## config.mk

```make
export PLATFORM = sky130hd
export DESIGN_NAME = sync_serial_port
export DESIGN_NICKNAME = d
export VERILOG_FILES = /design/src/ssp_pkg.sv /design/src/fifo_if.sv /design/src/word_fifo.sv /design/src/sync_serial_port.sv
export SDC_FILE = /design/constraint.sdc
export NUM_CORES = 1
export LEC_CHECK = 0
export BUFFER_PORTS_ARGS = -buffer_cell sky130_fd_sc_hd__clkbuf_2
export CAP_MARGIN = 20
export CORE_MARGIN = 2
export CORE_UTILIZATION = 65
export CTS_BUF_LIST = sky130_fd_sc_hd__clkbuf_4
export CTS_CLUSTER_DIAMETER = 30
export DETAILED_ROUTE_END_ITERATION = 7
export PLACE_DENSITY = 0.85
export SYNTH_ARGS = -nofsm -noshare
export SYNTH_HDL_FRONTEND = slang
export SYNTH_HIERARCHICAL = 1
export SYNTH_SLANG_ARGS = --single-unit
```

## constraint.sdc

```tcl
create_clock -name ref_clk -period 4.3 [get_ports ref_clk]
set_clock_uncertainty 0.15 [all_clocks]
set_input_delay 0.43 -clock ref_clk [delete_from_list [all_inputs] [get_ports ref_clk]]
set_output_delay 0.43 -clock ref_clk [all_outputs]
set_load 0.02 [all_outputs]
```

## src/ssp_pkg.sv

```systemverilog
package ssp_pkg;
  // Register offsets
  localparam logic [3:0] OFS_CTRL0   = 4'h0;  // Frame size, format, clock phase/polarity
  localparam logic [3:0] OFS_CTRL1   = 4'h1;  // Enable, master/slave, output disable, loopback
  localparam logic [3:0] OFS_DATA    = 4'h2;
  localparam logic [3:0] OFS_STATUS  = 4'h3;
  localparam logic [3:0] OFS_PRESC   = 4'h4;
  localparam logic [3:0] OFS_DIV     = 4'h5;
  localparam logic [3:0] OFS_IRQ_ST  = 4'h6;
  localparam logic [3:0] OFS_IRQ_EN  = 4'h7;
  localparam logic [3:0] OFS_IRQ_CLR = 4'h8;

  // CTRL0 fields
  localparam int CTRL0_SIZE_LSB = 0;   // Frame size minus one, 4 bits
  localparam int CTRL0_FMT_LSB  = 4;   // Frame format, 2 bits
  localparam int CTRL0_POL_BIT  = 6;
  localparam int CTRL0_PHA_BIT  = 7;
  // CTRL1 fields
  localparam int CTRL1_EN_BIT    = 0;
  localparam int CTRL1_SLAVE_BIT = 1;
  localparam int CTRL1_SOD_BIT   = 2;  // Slave output disable
  localparam int CTRL1_LOOP_BIT  = 3;
  // STATUS fields
  localparam int ST_TFE = 0;
  localparam int ST_TNF = 1;
  localparam int ST_RNE = 2;
  localparam int ST_RFF = 3;
  localparam int ST_BSY = 4;
  // Interrupt bits
  localparam int IRQ_RX_DONE = 0;
  localparam int IRQ_TX_EMPTY = 1;
  localparam int IRQ_RX_OVR = 2;
  localparam int IRQ_W = 3;

  // Size limits and reset values
  localparam logic [3:0] SIZE_MIN_M1  = 4'h3;  // Four-bit frames
  localparam logic [7:0] CTRL0_RESET  = 8'h07;
  localparam logic [3:0] CTRL1_RESET  = 4'h0;
  localparam logic [7:0] PRESC_RESET  = 8'h02;
  localparam logic [7:0] DIV_RESET    = 8'h00;
  localparam int FIFO_DEPTH = 8;
  localparam int WORD_W     = 16;

  typedef enum logic [1:0] {
    FMT_SPI,
    FMT_THREE_WIRE,   // three_wire_micro_format
    FMT_FRAME_PULSE,
    FMT_RSVD
  } frame_fmt_t;
endpackage

```

## src/fifo_if.sv

```systemverilog
`timescale 1ns/1ps
`default_nettype none
// Push/pop bundle between the port core and one FIFO
interface fifo_if #(parameter int W = 16);
  logic         push;
  logic [W-1:0] wdata;
  logic         pop;
  logic [W-1:0] rdata;
  logic         empty;
  logic         full;
  modport owner (input push, input wdata, input pop, output rdata, output empty, output full);
  modport user  (output push, output wdata, output pop, input rdata, input empty, input full);
endinterface
`default_nettype wire

```

## src/word_fifo.sv

```systemverilog
`timescale 1ns/1ps
`default_nettype none
// Small first-word-fall-through FIFO; read data held in a register
module word_fifo #(
  parameter int W     = 16,
  parameter int DEPTH = 8
) (
  input  wire logic ref_clk,
  input  wire logic rst_n,
  input  wire logic clk_en,
  input  wire logic flush,
  fifo_if.owner     f
);
  localparam int AW = $clog2(DEPTH);
  logic [W-1:0] mem_q [DEPTH];
  logic [AW-1:0] wp_q;
  logic [AW-1:0] rp_q;
  logic [AW:0]   cnt_q;
  logic [W-1:0]  rd_q;
  wire do_push = f.push && !f.full;
  wire do_pop  = f.pop && !f.empty;
  wire [AW-1:0] rp_nx = do_pop ? AW'(rp_q + 1'b1) : rp_q;

  assign f.empty = (cnt_q == '0);
  assign f.full  = (cnt_q == (AW+1)'(DEPTH));
  assign f.rdata = rd_q;

  // Pointers and count; push into a full FIFO is dropped
  always_ff @(posedge ref_clk) begin
    if (!rst_n || (clk_en && flush)) begin
      wp_q  <= '0;
      rp_q  <= '0;
      cnt_q <= '0;
    end else if (clk_en) begin
      if (do_push) begin
        mem_q[wp_q] <= f.wdata;
        wp_q        <= AW'(wp_q + 1'b1);
      end
      rp_q  <= rp_nx;
      cnt_q <= (AW+1)'(cnt_q + do_push - do_pop);
    end
  end

  // Registered head word; bypass the write when empty
  always_ff @(posedge ref_clk) begin
    if (!rst_n) begin
      rd_q <= '0;
    end else if (clk_en) begin
      if (do_push && ((cnt_q == '0) || (cnt_q == 1 && do_pop)))
        rd_q <= f.wdata;
      else
        rd_q <= mem_q[rp_nx];
    end
  end
endmodule
`default_nettype wire

```

## src/sync_serial_port.sv

```systemverilog
// Behaviour
// - Frame format is chosen among SPI, three-wire micro format and frame-pulse format.
// - Frame length is programmable from 4 to 16 bits and both ends must agree.
// - Received bits are assembled into words and queued words are shifted out serially.
// - Transmit and receive each have their own eight-entry 16-bit FIFO.
// - The port works as master generating clock and framing, or as slave following them.
// - As slave the serial data output can be disabled to share the line.
// - Master serial clock comes from a prescaler followed by a bit-rate divider.
// - A loopback mode routes transmitted data back into the receiver internally.
//
// Strobed register access and the register addresses are this design's own decisions.
`timescale 1ns/1ps
`default_nettype none
module sync_serial_port #(
  parameter int DEPTH = ssp_pkg::FIFO_DEPTH
) (
  input  wire logic        ref_clk,
  input  wire logic        rst_n,
  input  wire logic        clk_en,
  input  wire logic [3:0]  reg_addr,
  input  wire logic [15:0] reg_wdata,
  input  wire logic        reg_wr,
  input  wire logic        reg_rd,
  output logic      [15:0] reg_rdata,
  output logic             irq,
  input  wire logic        sclk_in,
  output logic             sclk_out,
  output logic             sclk_oe_n,
  input  wire logic        fss_in,
  output logic             fss_out,
  output logic             fss_oe_n,
  input  wire logic        sdi,
  output logic             sdo,
  output logic             sdo_oe_n
);
  localparam int W = ssp_pkg::WORD_W;

  logic [7:0]  ctrl0_q;
  logic [3:0]  ctrl1_q;
  logic [7:0]  presc_q;
  logic [7:0]  div_q;
  logic [ssp_pkg::IRQ_W-1:0] ist_q;
  logic [ssp_pkg::IRQ_W-1:0] ien_q;
  logic [15:0] rdata_q;

  fifo_if #(.W(W)) txf ();
  fifo_if #(.W(W)) rxf ();

  // Register decode
  wire wr_ctrl0 = reg_wr && (reg_addr == ssp_pkg::OFS_CTRL0);
  wire wr_ctrl1 = reg_wr && (reg_addr == ssp_pkg::OFS_CTRL1);
  wire wr_data  = reg_wr && (reg_addr == ssp_pkg::OFS_DATA);
  wire wr_presc = reg_wr && (reg_addr == ssp_pkg::OFS_PRESC);
  wire wr_div   = reg_wr && (reg_addr == ssp_pkg::OFS_DIV);
  wire wr_ien   = reg_wr && (reg_addr == ssp_pkg::OFS_IRQ_EN);
  wire wr_iclr  = reg_wr && (reg_addr == ssp_pkg::OFS_IRQ_CLR);
  wire rd_data  = reg_rd && (reg_addr == ssp_pkg::OFS_DATA);

  // Configuration fields
  wire [3:0] size_m1 = ctrl0_q[ssp_pkg::CTRL0_SIZE_LSB +: 4];
  wire [1:0] fmt     = ctrl0_q[ssp_pkg::CTRL0_FMT_LSB +: 2];
  wire       cpol    = ctrl0_q[ssp_pkg::CTRL0_POL_BIT];
  wire       cpha    = ctrl0_q[ssp_pkg::CTRL0_PHA_BIT];
  wire       enable  = ctrl1_q[ssp_pkg::CTRL1_EN_BIT];
  wire       slave   = ctrl1_q[ssp_pkg::CTRL1_SLAVE_BIT];
  wire       sod     = ctrl1_q[ssp_pkg::CTRL1_SOD_BIT];
  wire       loop    = ctrl1_q[ssp_pkg::CTRL1_LOOP_BIT];
  wire is_spi   = (fmt == 2'(ssp_pkg::FMT_SPI));
  wire is_micro = (fmt == 2'(ssp_pkg::FMT_THREE_WIRE));
  wire is_pulse = (fmt == 2'(ssp_pkg::FMT_FRAME_PULSE));

  // Control registers; sizes under four are raised to four
  always_ff @(posedge ref_clk) begin
    if (!rst_n) begin
      ctrl0_q <= ssp_pkg::CTRL0_RESET;
      ctrl1_q <= ssp_pkg::CTRL1_RESET;
      presc_q <= ssp_pkg::PRESC_RESET;
      div_q   <= ssp_pkg::DIV_RESET;
      ien_q   <= '0;
    end else if (clk_en) begin
      if (wr_ctrl0) begin
        ctrl0_q <= reg_wdata[7:0];
        if (reg_wdata[3:0] < ssp_pkg::SIZE_MIN_M1)
          ctrl0_q[3:0] <= ssp_pkg::SIZE_MIN_M1;
      end
      if (wr_ctrl1) ctrl1_q <= reg_wdata[3:0];
      if (wr_presc) presc_q <= (reg_wdata[7:1] == 7'h00) ? 8'h02 : {reg_wdata[7:1], 1'b0};
      if (wr_div)   div_q   <= reg_wdata[7:0];
      if (wr_ien)   ien_q   <= reg_wdata[ssp_pkg::IRQ_W-1:0];
    end
  end

  // Master clock generation: prescale tick then divide
  logic [7:0] pcnt_q;
  logic [7:0] dcnt_q;
  wire ptick = (pcnt_q == 8'(presc_q - 8'h01));
  // half-bit tick = prescaler x (divider + 1)
  wire half_tick = ptick && (dcnt_q == div_q);

  // Slave side: edge detection of the external serial clock; frame input only registered
  logic sclk_d_q;
  logic fss_d_q;
  wire s_edge_rise = sclk_in && !sclk_d_q;
  wire s_edge_fall = !sclk_in && sclk_d_q;

  // Shifter state
  typedef enum logic [1:0] {IDLE, FRAME, SHIFT, DONE} shift_state_t;
  shift_state_t st_q;
  logic [W-1:0] tsh_q;
  logic [W-1:0] rsh_q;
  logic [4:0]   bit_q;
  logic         phase_q;   // Master serial clock level relative to idle
  logic         push_q;    // Received word complete, pushed one cycle later
  logic         fs_q;
  logic         so_q;

  // Capture and launch edges: leading edge samples in SPI format when phase is 0
  wire lead_edge  = slave ? (cpol ? s_edge_fall : s_edge_rise) : (half_tick && !phase_q);
  wire trail_edge = slave ? (cpol ? s_edge_rise : s_edge_fall) : (half_tick && phase_q);
  wire sample_ev  = (is_spi && !cpha) ? lead_edge : trail_edge;
  wire launch_ev  = (is_spi && !cpha) ? trail_edge : lead_edge;
  wire slave_sel  = is_pulse ? fss_in : !fss_in;
  wire rx_bit     = loop ? so_q : sdi;
  wire last_bit   = (bit_q == {1'b0, size_m1});
  wire tx_avail   = !txf.empty;

  // master starts on queued data, slave on select with queued data or on the frame pulse
  wire start = enable && (st_q == IDLE) &&
               (slave ? (is_pulse ? fss_in : (slave_sel && tx_avail)) : (tx_avail && ptick));

  assign txf.pop   = start;
  assign txf.push  = clk_en && wr_data;
  assign txf.wdata = reg_wdata;
  assign rxf.pop   = clk_en && rd_data;
  wire   rx_push   = push_q;
  assign rxf.push  = rx_push;
  // received bits aligned to the right
  assign rxf.wdata = rsh_q;

  // Prescaler counter runs always; divider counter restarts from zero while the shifter is idle
  always_ff @(posedge ref_clk) begin
    if (!rst_n) begin
      pcnt_q <= '0;
      dcnt_q <= '0;
    end else if (clk_en) begin
      pcnt_q <= ptick ? 8'h00 : 8'(pcnt_q + 8'h01);
      if (ptick) dcnt_q <= (dcnt_q == div_q || st_q == IDLE) ? 8'h00 : 8'(dcnt_q + 8'h01);
    end
  end

  // Serial clock input history; pins are synchronous to ref_clk
  always_ff @(posedge ref_clk) begin
    if (!rst_n) begin
      sclk_d_q <= 1'b0;
      fss_d_q  <= 1'b0;
    end else if (clk_en) begin
      sclk_d_q <= sclk_in;
      fss_d_q  <= fss_in;
    end
  end

  // Frame sequencer: load, shift size+1 bits, push received word
  always_ff @(posedge ref_clk) begin
    if (!rst_n) begin
      st_q    <= IDLE;
      tsh_q   <= '0;
      rsh_q   <= '0;
      bit_q   <= '0;
      phase_q <= 1'b0;
      fs_q    <= 1'b0;
      so_q    <= 1'b0;
      push_q  <= 1'b0;
    end else if (clk_en) begin
      // Push waits one cycle so the last sampled bit is in the word
      push_q <= (st_q == SHIFT) && sample_ev && last_bit;
      unique case (st_q)
        IDLE: begin
          phase_q <= 1'b0;
          fs_q    <= 1'b0;
          if (start) begin
            tsh_q <= txf.rdata << (4'hF - size_m1);
            bit_q <= '0;
            rsh_q <= '0;
            // frame pulse leads the frame for one bit time
            fs_q  <= is_pulse && !slave;
            st_q  <= (is_pulse && !slave) ? FRAME : SHIFT;
            so_q  <= (is_spi && !cpha) ? txf.rdata[size_m1] : 1'b0;
            if (is_spi && !cpha) tsh_q <= W'(txf.rdata << (5'd16 - {1'b0, size_m1}));
          end
        end
        FRAME: begin
          if (half_tick) phase_q <= !phase_q;
          // First data bit is launched by the shift state's leading edge
          if (half_tick && phase_q) begin
            fs_q  <= 1'b0;
            st_q  <= SHIFT;
          end
        end
        SHIFT: begin
          if (!slave && half_tick) phase_q <= !phase_q;
          if (launch_ev && !(is_spi && !cpha && bit_q == 0 && !phase_q && !slave)) begin
            so_q  <= tsh_q[W-1];
            tsh_q <= W'(tsh_q << 1);
          end
          if (sample_ev) begin
            rsh_q <= {rsh_q[W-2:0], rx_bit};
            bit_q <= 5'(bit_q + 5'd1);
            if (last_bit) st_q <= DONE;
          end
          // Slave frame aborted when select drops
          if (slave && !is_pulse && !slave_sel) st_q <= IDLE;
          if (!enable) st_q <= IDLE;
        end
        // Master keeps the last clock level for a full half bit
        DONE: begin
          if (slave || half_tick) begin
            phase_q <= 1'b0;
            st_q    <= IDLE;
          end
        end
      endcase
    end
  end

  // Master clock follows the phase flop so the peer sees each edge as we sample
  assign sclk_out  = (is_spi ? cpol : 1'b0) ^ (phase_q && (st_q == SHIFT || st_q == DONE));
  // master drives clock and frame, slave leaves them
  assign sclk_oe_n = slave || !enable;
  assign fss_out   = is_pulse ? fs_q : !(st_q == SHIFT || st_q == DONE) || slave;
  assign fss_oe_n  = slave || !enable;
  assign sdo       = so_q;
  // slave output disable releases the data line
  assign sdo_oe_n  = !enable || loop || (slave && (sod || (!is_pulse && !slave_sel)));

  word_fifo #(.W(W), .DEPTH(DEPTH)) tx_fifo (
    .ref_clk (ref_clk),
    .rst_n   (rst_n),
    .clk_en  (clk_en),
    .flush   (1'b0),
    .f       (txf)
  );
  word_fifo #(.W(W), .DEPTH(DEPTH)) rx_fifo (
    .ref_clk (ref_clk),
    .rst_n   (rst_n),
    .clk_en  (clk_en),
    .flush   (1'b0),
    .f       (rxf)
  );

  wire busy = (st_q != IDLE) || (tx_avail && enable && !slave);
  wire [4:0] status = {busy, rxf.full, !rxf.empty, !txf.full, txf.empty};

  // Interrupt events; set wins over a same-cycle clear
  wire [ssp_pkg::IRQ_W-1:0] ev;
  assign ev[ssp_pkg::IRQ_RX_DONE]  = rx_push && !rxf.full;
  assign ev[ssp_pkg::IRQ_TX_EMPTY] = start && tx_avail;
  assign ev[ssp_pkg::IRQ_RX_OVR]   = rx_push && rxf.full;

  always_ff @(posedge ref_clk) begin
    if (!rst_n) begin
      ist_q <= '0;
    end else if (clk_en) begin
      ist_q <= (ist_q & ~(wr_iclr ? reg_wdata[ssp_pkg::IRQ_W-1:0] : '0)) | ev;
    end
  end
  assign irq = |(ist_q & ien_q);

  // Read mux; unmapped offsets read zero
  logic [15:0] rmux;
  always_comb begin
    unique case (reg_addr)
      ssp_pkg::OFS_CTRL0:  rmux = {8'h00, ctrl0_q};
      ssp_pkg::OFS_CTRL1:  rmux = {12'h000, ctrl1_q};
      ssp_pkg::OFS_DATA:   rmux = rxf.empty ? 16'h0000 : rxf.rdata;
      ssp_pkg::OFS_STATUS: rmux = {11'h000, status};
      ssp_pkg::OFS_PRESC:  rmux = {8'h00, presc_q};
      ssp_pkg::OFS_DIV:    rmux = {8'h00, div_q};
      ssp_pkg::OFS_IRQ_ST: rmux = {13'h0000, ist_q};
      ssp_pkg::OFS_IRQ_EN: rmux = {13'h0000, ien_q};
      default:             rmux = 16'h0000;
    endcase
  end

  // Read data valid the cycle after the strobe only
  always_ff @(posedge ref_clk) begin
    if (!rst_n) begin
      rdata_q <= '0;
    end else if (clk_en) begin
      rdata_q <= reg_rd ? rmux : 16'h0000;
    end
  end
  assign reg_rdata = rdata_q;
endmodule
`default_nettype wire

```

# After elaboration in Yosys (flattened, before gate mapping)
# Memory sizes are Yosys's and may differ from the RTL's.
# Cells that the tools add are included.
[totals]
reg_bits = 162
ramBits = 256
output_inout_bits = 23
word_cells = 237
memories = 2
[mem_list]
columns = ["name", "words", "word_bits", "read_ports", "rd_ports_with_merged_regs", "write_ports", "line_no", "source"]
rows = [
  ["rx_fifo.mem_q", 8, 16, 1, 0, 1, "word_fifo.sv:15", "logic [W-1:0] mem_q [DEPTH];"],
  ["tx_fifo.mem_q", 8, 16, 1, 0, 1, "word_fifo.sv:15", ""],
]
[op_classes]
addsub = 14
order_cmp = 2
eq_ne = 28
shifts = 2
n_mux = 64
bitwise_logic = 5
n_reduce_logical = 94
[op_table]
columns = ["cell", "count"]
rows = [
  ["two-way mux 16 bit", 9],
  ["case mux 16 bit (8 select lines)", 1],
  ["case mux 16 bit (2 select lines)", 2],
  ["logical AND 1 bit", 44],
  ["two-way mux 1 bit", 29],
  ["two-way mux 8 bit", 3],
  ["adder 8 x 1 -> 8 bit, second input constant", 2],
  ["equality test 4 x 3 -> 1 bit, second input constant", 4],
  ["equality test 8 bit", 2],
  ["two-way mux 2 bit", 8],
  ["AND reduction 2 bit", 8],
  ["<< shifter 16 x 4 -> 16 bit", 1],
  ["<< shifter 16 x 5 -> 16 bit", 1],
  ["logical NOT 1 bit", 15],
  ["!= test 2 bit, second input constant", 7],
  ["adder 3 x 1 -> 3 bit, second input constant", 4],
  ["equality test 4 x 1 -> 1 bit, second input constant", 3],
  ["equality test 4 bit, second input constant", 3],
  ["logical NOT 4 bit", 3],
  ["AND reduction 4 bit", 3],
  ["logical OR 1 bit", 11],
  ["two-way mux 5 bit", 2],
  ["case mux 5 bit (2 select lines)", 1],
  ["two-way mux 3 bit", 3],
  ["other kinds (29)", 40],
]

# Depth between registers and ports, before layout
[logic_depth]
depth_word = 11
mapped_depth = 19
depth_no_buf = 18

# Modules after synthesis
# Netlist, hierarchy kept.
[modules_own_cells]
columns = ["mod", "n_inst", "cells_per_inst", "area_per_inst_um2"]
rows = [
  ["word_fifo (rx_fifo)", 1, 426, 6452.4],
  ["sync_serial_port", 1, 768, 6431.2],
  ["word_fifo (tx_fifo)", 1, 426, 6431.2],
]

# Worst setup path after synthesis
# No wires, ideal clock.
[synth_timing]
path_type = "reg-to-reg"
startpoint = "register presc_q[1]"
endpoint = "register tx_fifo.cnt_q[2]"
setup_ns = 0.128
arrival_ns = 3.313
required_time_ns = 4.022
setup_slack_ns = 0.709
path_stages_with_launch = 18
n_path_buf = 0
period_less_slack_ns = 3.591
path_cell_list = "dfxtp_1 inv_1 ha_1 nor2b_1 or3_1 a31o_1 nor2_1 a31oi_1 nor2_1 and2_1 ha_1 inv_1 ha_1 inv_1 fa_1 xnor2_1 mux2i_1 nor2_1"
[synth_between]
elab_chain_cells = 7
[synth_lines]
columns = ["element", "line_no", "source"]
rows = [
  ["start, declared", "sync_serial_port.sv:40", "logic [7:0] presc_q;"],
  ["start signal, assigned", "sync_serial_port.sv:77", "presc_q <= ssp_pkg::PRESC_RESET;"],
  ["start signal, assigned", "sync_serial_port.sv:87", "if (wr_presc) presc_q <= (reg_wdata[7:1] == 7'h00) ? 8'h02 : {reg_wdata[7:1], 1'b0};"],
  ["subtractor 8 x 1 -> 8 bit", "sync_serial_port.sv:96", "wire ptick = (pcnt_q == 8'(presc_q - 8'h01));"],
  ["equality test 8 bit", "sync_serial_port.sv:96", ""],
  ["logical AND 1 bit", "sync_serial_port.sv:129", "(slave ? (is_pulse ? fss_in : (slave_sel && tx_avail)) : (tx_avail && ptick));"],
  ["two-way mux 1 bit", "sync_serial_port.sv:129", ""],
  ["logical AND 1 bit", "sync_serial_port.sv:128", "wire start = enable && (st_q == IDLE) &&"],
  ["named net start", "sync_serial_port.sv:128", ""],
  ["logical AND 1 bit", "word_fifo.sv:21", "wire do_pop = f.pop && !f.empty;"],
  ["subtractor 4 x 1 -> 4 bit", "word_fifo.sv:40", "cnt_q <= (AW+1)'(cnt_q + do_push - do_pop);"],
  ["end signal, assigned", "word_fifo.sv:40", ""],
  ["end, declared", "word_fifo.sv:18", "logic [AW:0] cnt_q;"],
]
# The timed path passes the listed nets, and every way through them passes these cells.
# A chain may end at the register's enable or synchronous reset.

# Worst setup path in the final report
# Ends and elaborated chain as after synthesis.

==> impl_metrics.ini <==
[yosys]
yosys.area.top_type = edfxtp_1
synth-seq-cells = 417
ys_types = 83
synthFlopType = edfxtp_1
synthCells = 1620
netlist_top_cells_area = edfxtp_1 (40%), dfxtp_1 (17%), mux2_2 (4.4%)
syn_area_um2 = 19300
syn-mean-instance-area_um2 = 11.9
ys_warn_count = 6
synth_edf_count = 256
seq_area_frac_synth_pct = 56.5
yosysMostFrequentCell = edfxtp_1
synthArstFlopShare_pct = 0
synth_top_area_share_pct = 39.8
synth_common_cells = edfxtp_1 (256), dfxtp_1 (161), nor2_1 (130)

[critical_path]
max_stage_delay_ns = 0.44
rrSetupSlack_ns = 0.36
cp_slowest_cell = dfxtp_1
rr_endpoint = tx_fifo/cnt_q[2]
cp_data_required_time_ns = 4.74
rr_startpoint = presc_q[1]
crit_chain = inv_1, ha_1, nor2b_1, or3_1, a31o_1, nor2_1, a31oi_1, nor2_1, and2_1, ha_1, inv_1, ha_1, inv_1, fa_1, xnor2_1, mux2i_1, nor2_1
crit_arrival_ns = 4.38
critical_path_peak_fanout = 8
worst_setup_path_end_kind = flip-flop
crit_type = flip-flop to flip-flop
r2r_cells = 17
critPathLaunchType = flip-flop

[clock_tree]
cts_made_buffers = 102
clockBufferDepth = 3
clk_pin_slew_ns = 0.07
cts_tree = yes
clock_latency_ns = 0.76
cts_num_sinks = 417
root_buffer = clkbuf_4
postCtsResizedCells = 0
htreeDepth = 3

[timing]
final-setup-viol-count = 0
rsz0062_at_grt = false
worst_slew_pin_slew_ns = 0.947
fmaxAchievable_mhz = 254
max_slew_margin_pct = 36.9
hold_viol = 0
min_period_over_period_pct = 91.6
slew_viol_final = 0
worst_slack_ns = 0.360
post-route-min-period_ns = 3.94
tns_ns = 0
whs_ns = 0.0645

[run_status]
status = complete, no violations

[global_route]
track_usage_pct = 30.8
first_global_vias = 14400
antenna_found_initial = 1
grt_pass1_wl_um = 74800
grt_max_degree = 65
grt.overflow.total = 0

[min_path]
hp-start = reg_wdata[1]
hp-class = primary input to flip-flop
holdPathStages = 1
min_to = tx_fifo/mem_q[6][1]

[placement]
pre_cts_ws_ns = 0.520
dp_cells = 2010
dpl_cell_area_um2 = 20000
hpwl_um = 29700
gp_congestion = 0.937
port_buffers = 50

[finish]
syn_to_final_growth_pct = 11.5
fin_util_pct = 73.1
final_area_um2 = 21500
fin_nets = 1799
drive_gt1_share_pct = 21.0
final_cell_count_no_fill = 2217
fillers = 1903

[floorplan]
dieArea_um2 = 31100
start_util_pct = 65.5
rows = 63
fp.dieH_um = 176
coreArea_um2 = 29500
die_w_um = 176
io-pin-count = 51

[detailed_routing]
drt-initial-drc-count = 1293
wl_um = 47900
vias = 14200
drc_errors = 0
viasPerCell = 6.39
ant_nets = 0
routedWlPerCell_um = 21.6
first_pass_iters = 8

[power_and_ir_drop]
power.total_mw = 8.13
powerDensity_nw_per_um2 = 377
ir_drop_mv = 0.334
leakage_nw = 8.16

[run]
cap_violations = 0
how the worst max path moves through the flow:
| stage | from | endpoint | slack [ns] | cells past startpoint |
|---|---|---|---|---|
| floorplan | presc_q[1] | tx_fifo/cnt_q[2] | 0.71 | 17 |
| global placement | presc_q[1] | tx_fifo/cnt_q[2] | 0.63 | 17 |
| detailed placement | presc_q[1] | tx_fifo/cnt_q[2] | 0.52 | 17 |
| CTS | presc_q[1] | tx_fifo/cnt_q[2] | 0.43 | 17 |
| global route | presc_q[1] | tx_fifo/cnt_q[2] | 0.16 | 17 |
| finish | presc_q[1] | tx_fifo/cnt_q[2] | 0.36 | 17 |
layer usage:
metal	vias to the layer above	global-route usage [%]	wire length, µm
li1	6380	-	-
met1	6862	37.7	18200
met2	775	52.6	23700
met3	159	6.59	4370
met4	0	14.0	1700
met5	-	0	0
sequential cells by signal, indices dropped and copies added (netlist names), 7 cells and up:
register and flops:
presc_q 7, rx_fifo/mem_q 128, reg_rdata 16, tx_fifo/f.rdata 16
rx_fifo/f.rdata 16, pcnt_q 8, dcnt_q 8, rsh_q 16
div_q 8, tsh_q 16, tx_fifo/mem_q 128, ctrl0_q 8
cells in the final DEF (no fill, tap or decap), types with 5 or more instances in the layout:
master         synthesis  routed
and2_1                13      13
and3b_1                5       5
a211oi_2               5       5
a222oi_1              10      10
mux2_2                75      75
nand2_1              114     114
o22ai_1               48      48
nand4_1               11      11
a31oi_1                5       5
o21ai_0               54      54
a221oi_1              11      11
a21oi_1               40      40
edfxtp_1             256     256
nor2_1               130     129
inv_1                 67      66
clkinv_1               0      25
buf_4                  3      44
dlygate4sd3_1          0      17
mux2i_1               71      71
nor2b_1               11      11
nand2b_1              15      15
clkbuf_2               0      49
or2_2                  5       5
o221ai_1              34      34
or3_1                 10      10
dfxtp_1              161     161
nor4_1                 7       7
ha_1                  27      27
xor2_1                31      31
a22oi_1               11      11
a211oi_1              11      11
mux4_2                12      12
nand3_1               48      48
xnor2_1               20      20
nor3_1                44      40
o2bb2ai_1             33      33
clkbuf_4               0     151
mux2_1                57      57
where the power goes:
group	internal (mW)	switching, mW	total (mW)
clock network	1.80	1.61	3.41
registers	4.24	0.0445	4.29
logic	0.149	0.281	0.431
total	6.20	1.93	8.13
logic make-up (layout without fill, tap and decap cells):
logic type,count (synthesis),count (layout),synth area share [%]
flops,417,417,56.5
xor+xnor,52,52,2.40
buf+inv,165,370,3.91
other cells,1,3,0.0194
simple gates,440,440,11.0
fa+ha+maj,29,29,1.96
compound gates,301,301,11.5
mux,215,215,12.8
worst max-delay path: cells and delay by family (launching register included):
family	cells	cell delay [ns]
buffers and inverters	3	0.19
adders and majority gates	4	1.12
and+or+nand+nor	6	1.20
xor gates and xnor gates	1	0.15
DFF	1	0.44
muxes	1	0.13
AOI/OAI and AO/OA	2	0.39
cell type report:
type,instances,area [µm²],share of cell area (%)
sequential,417,10900,50.7
multi-input combinational,1039,7670,35.6
clock buffer,151,1130,5.26
timing repair buffer,114,826,3.83
tap,390,488,2.27
inverter,68,255,1.18
clock inverter,37,250,1.16
antenna,1,2.50,0.0116
timing repair:
item	4_1_cts	5_1_grt
endpoints found under the hold margin	126	0
buffers inserted	0	0
hold buffers	17	0
endpoints found under the setup margin	0	0
Power figures use the tool's default switching activity.
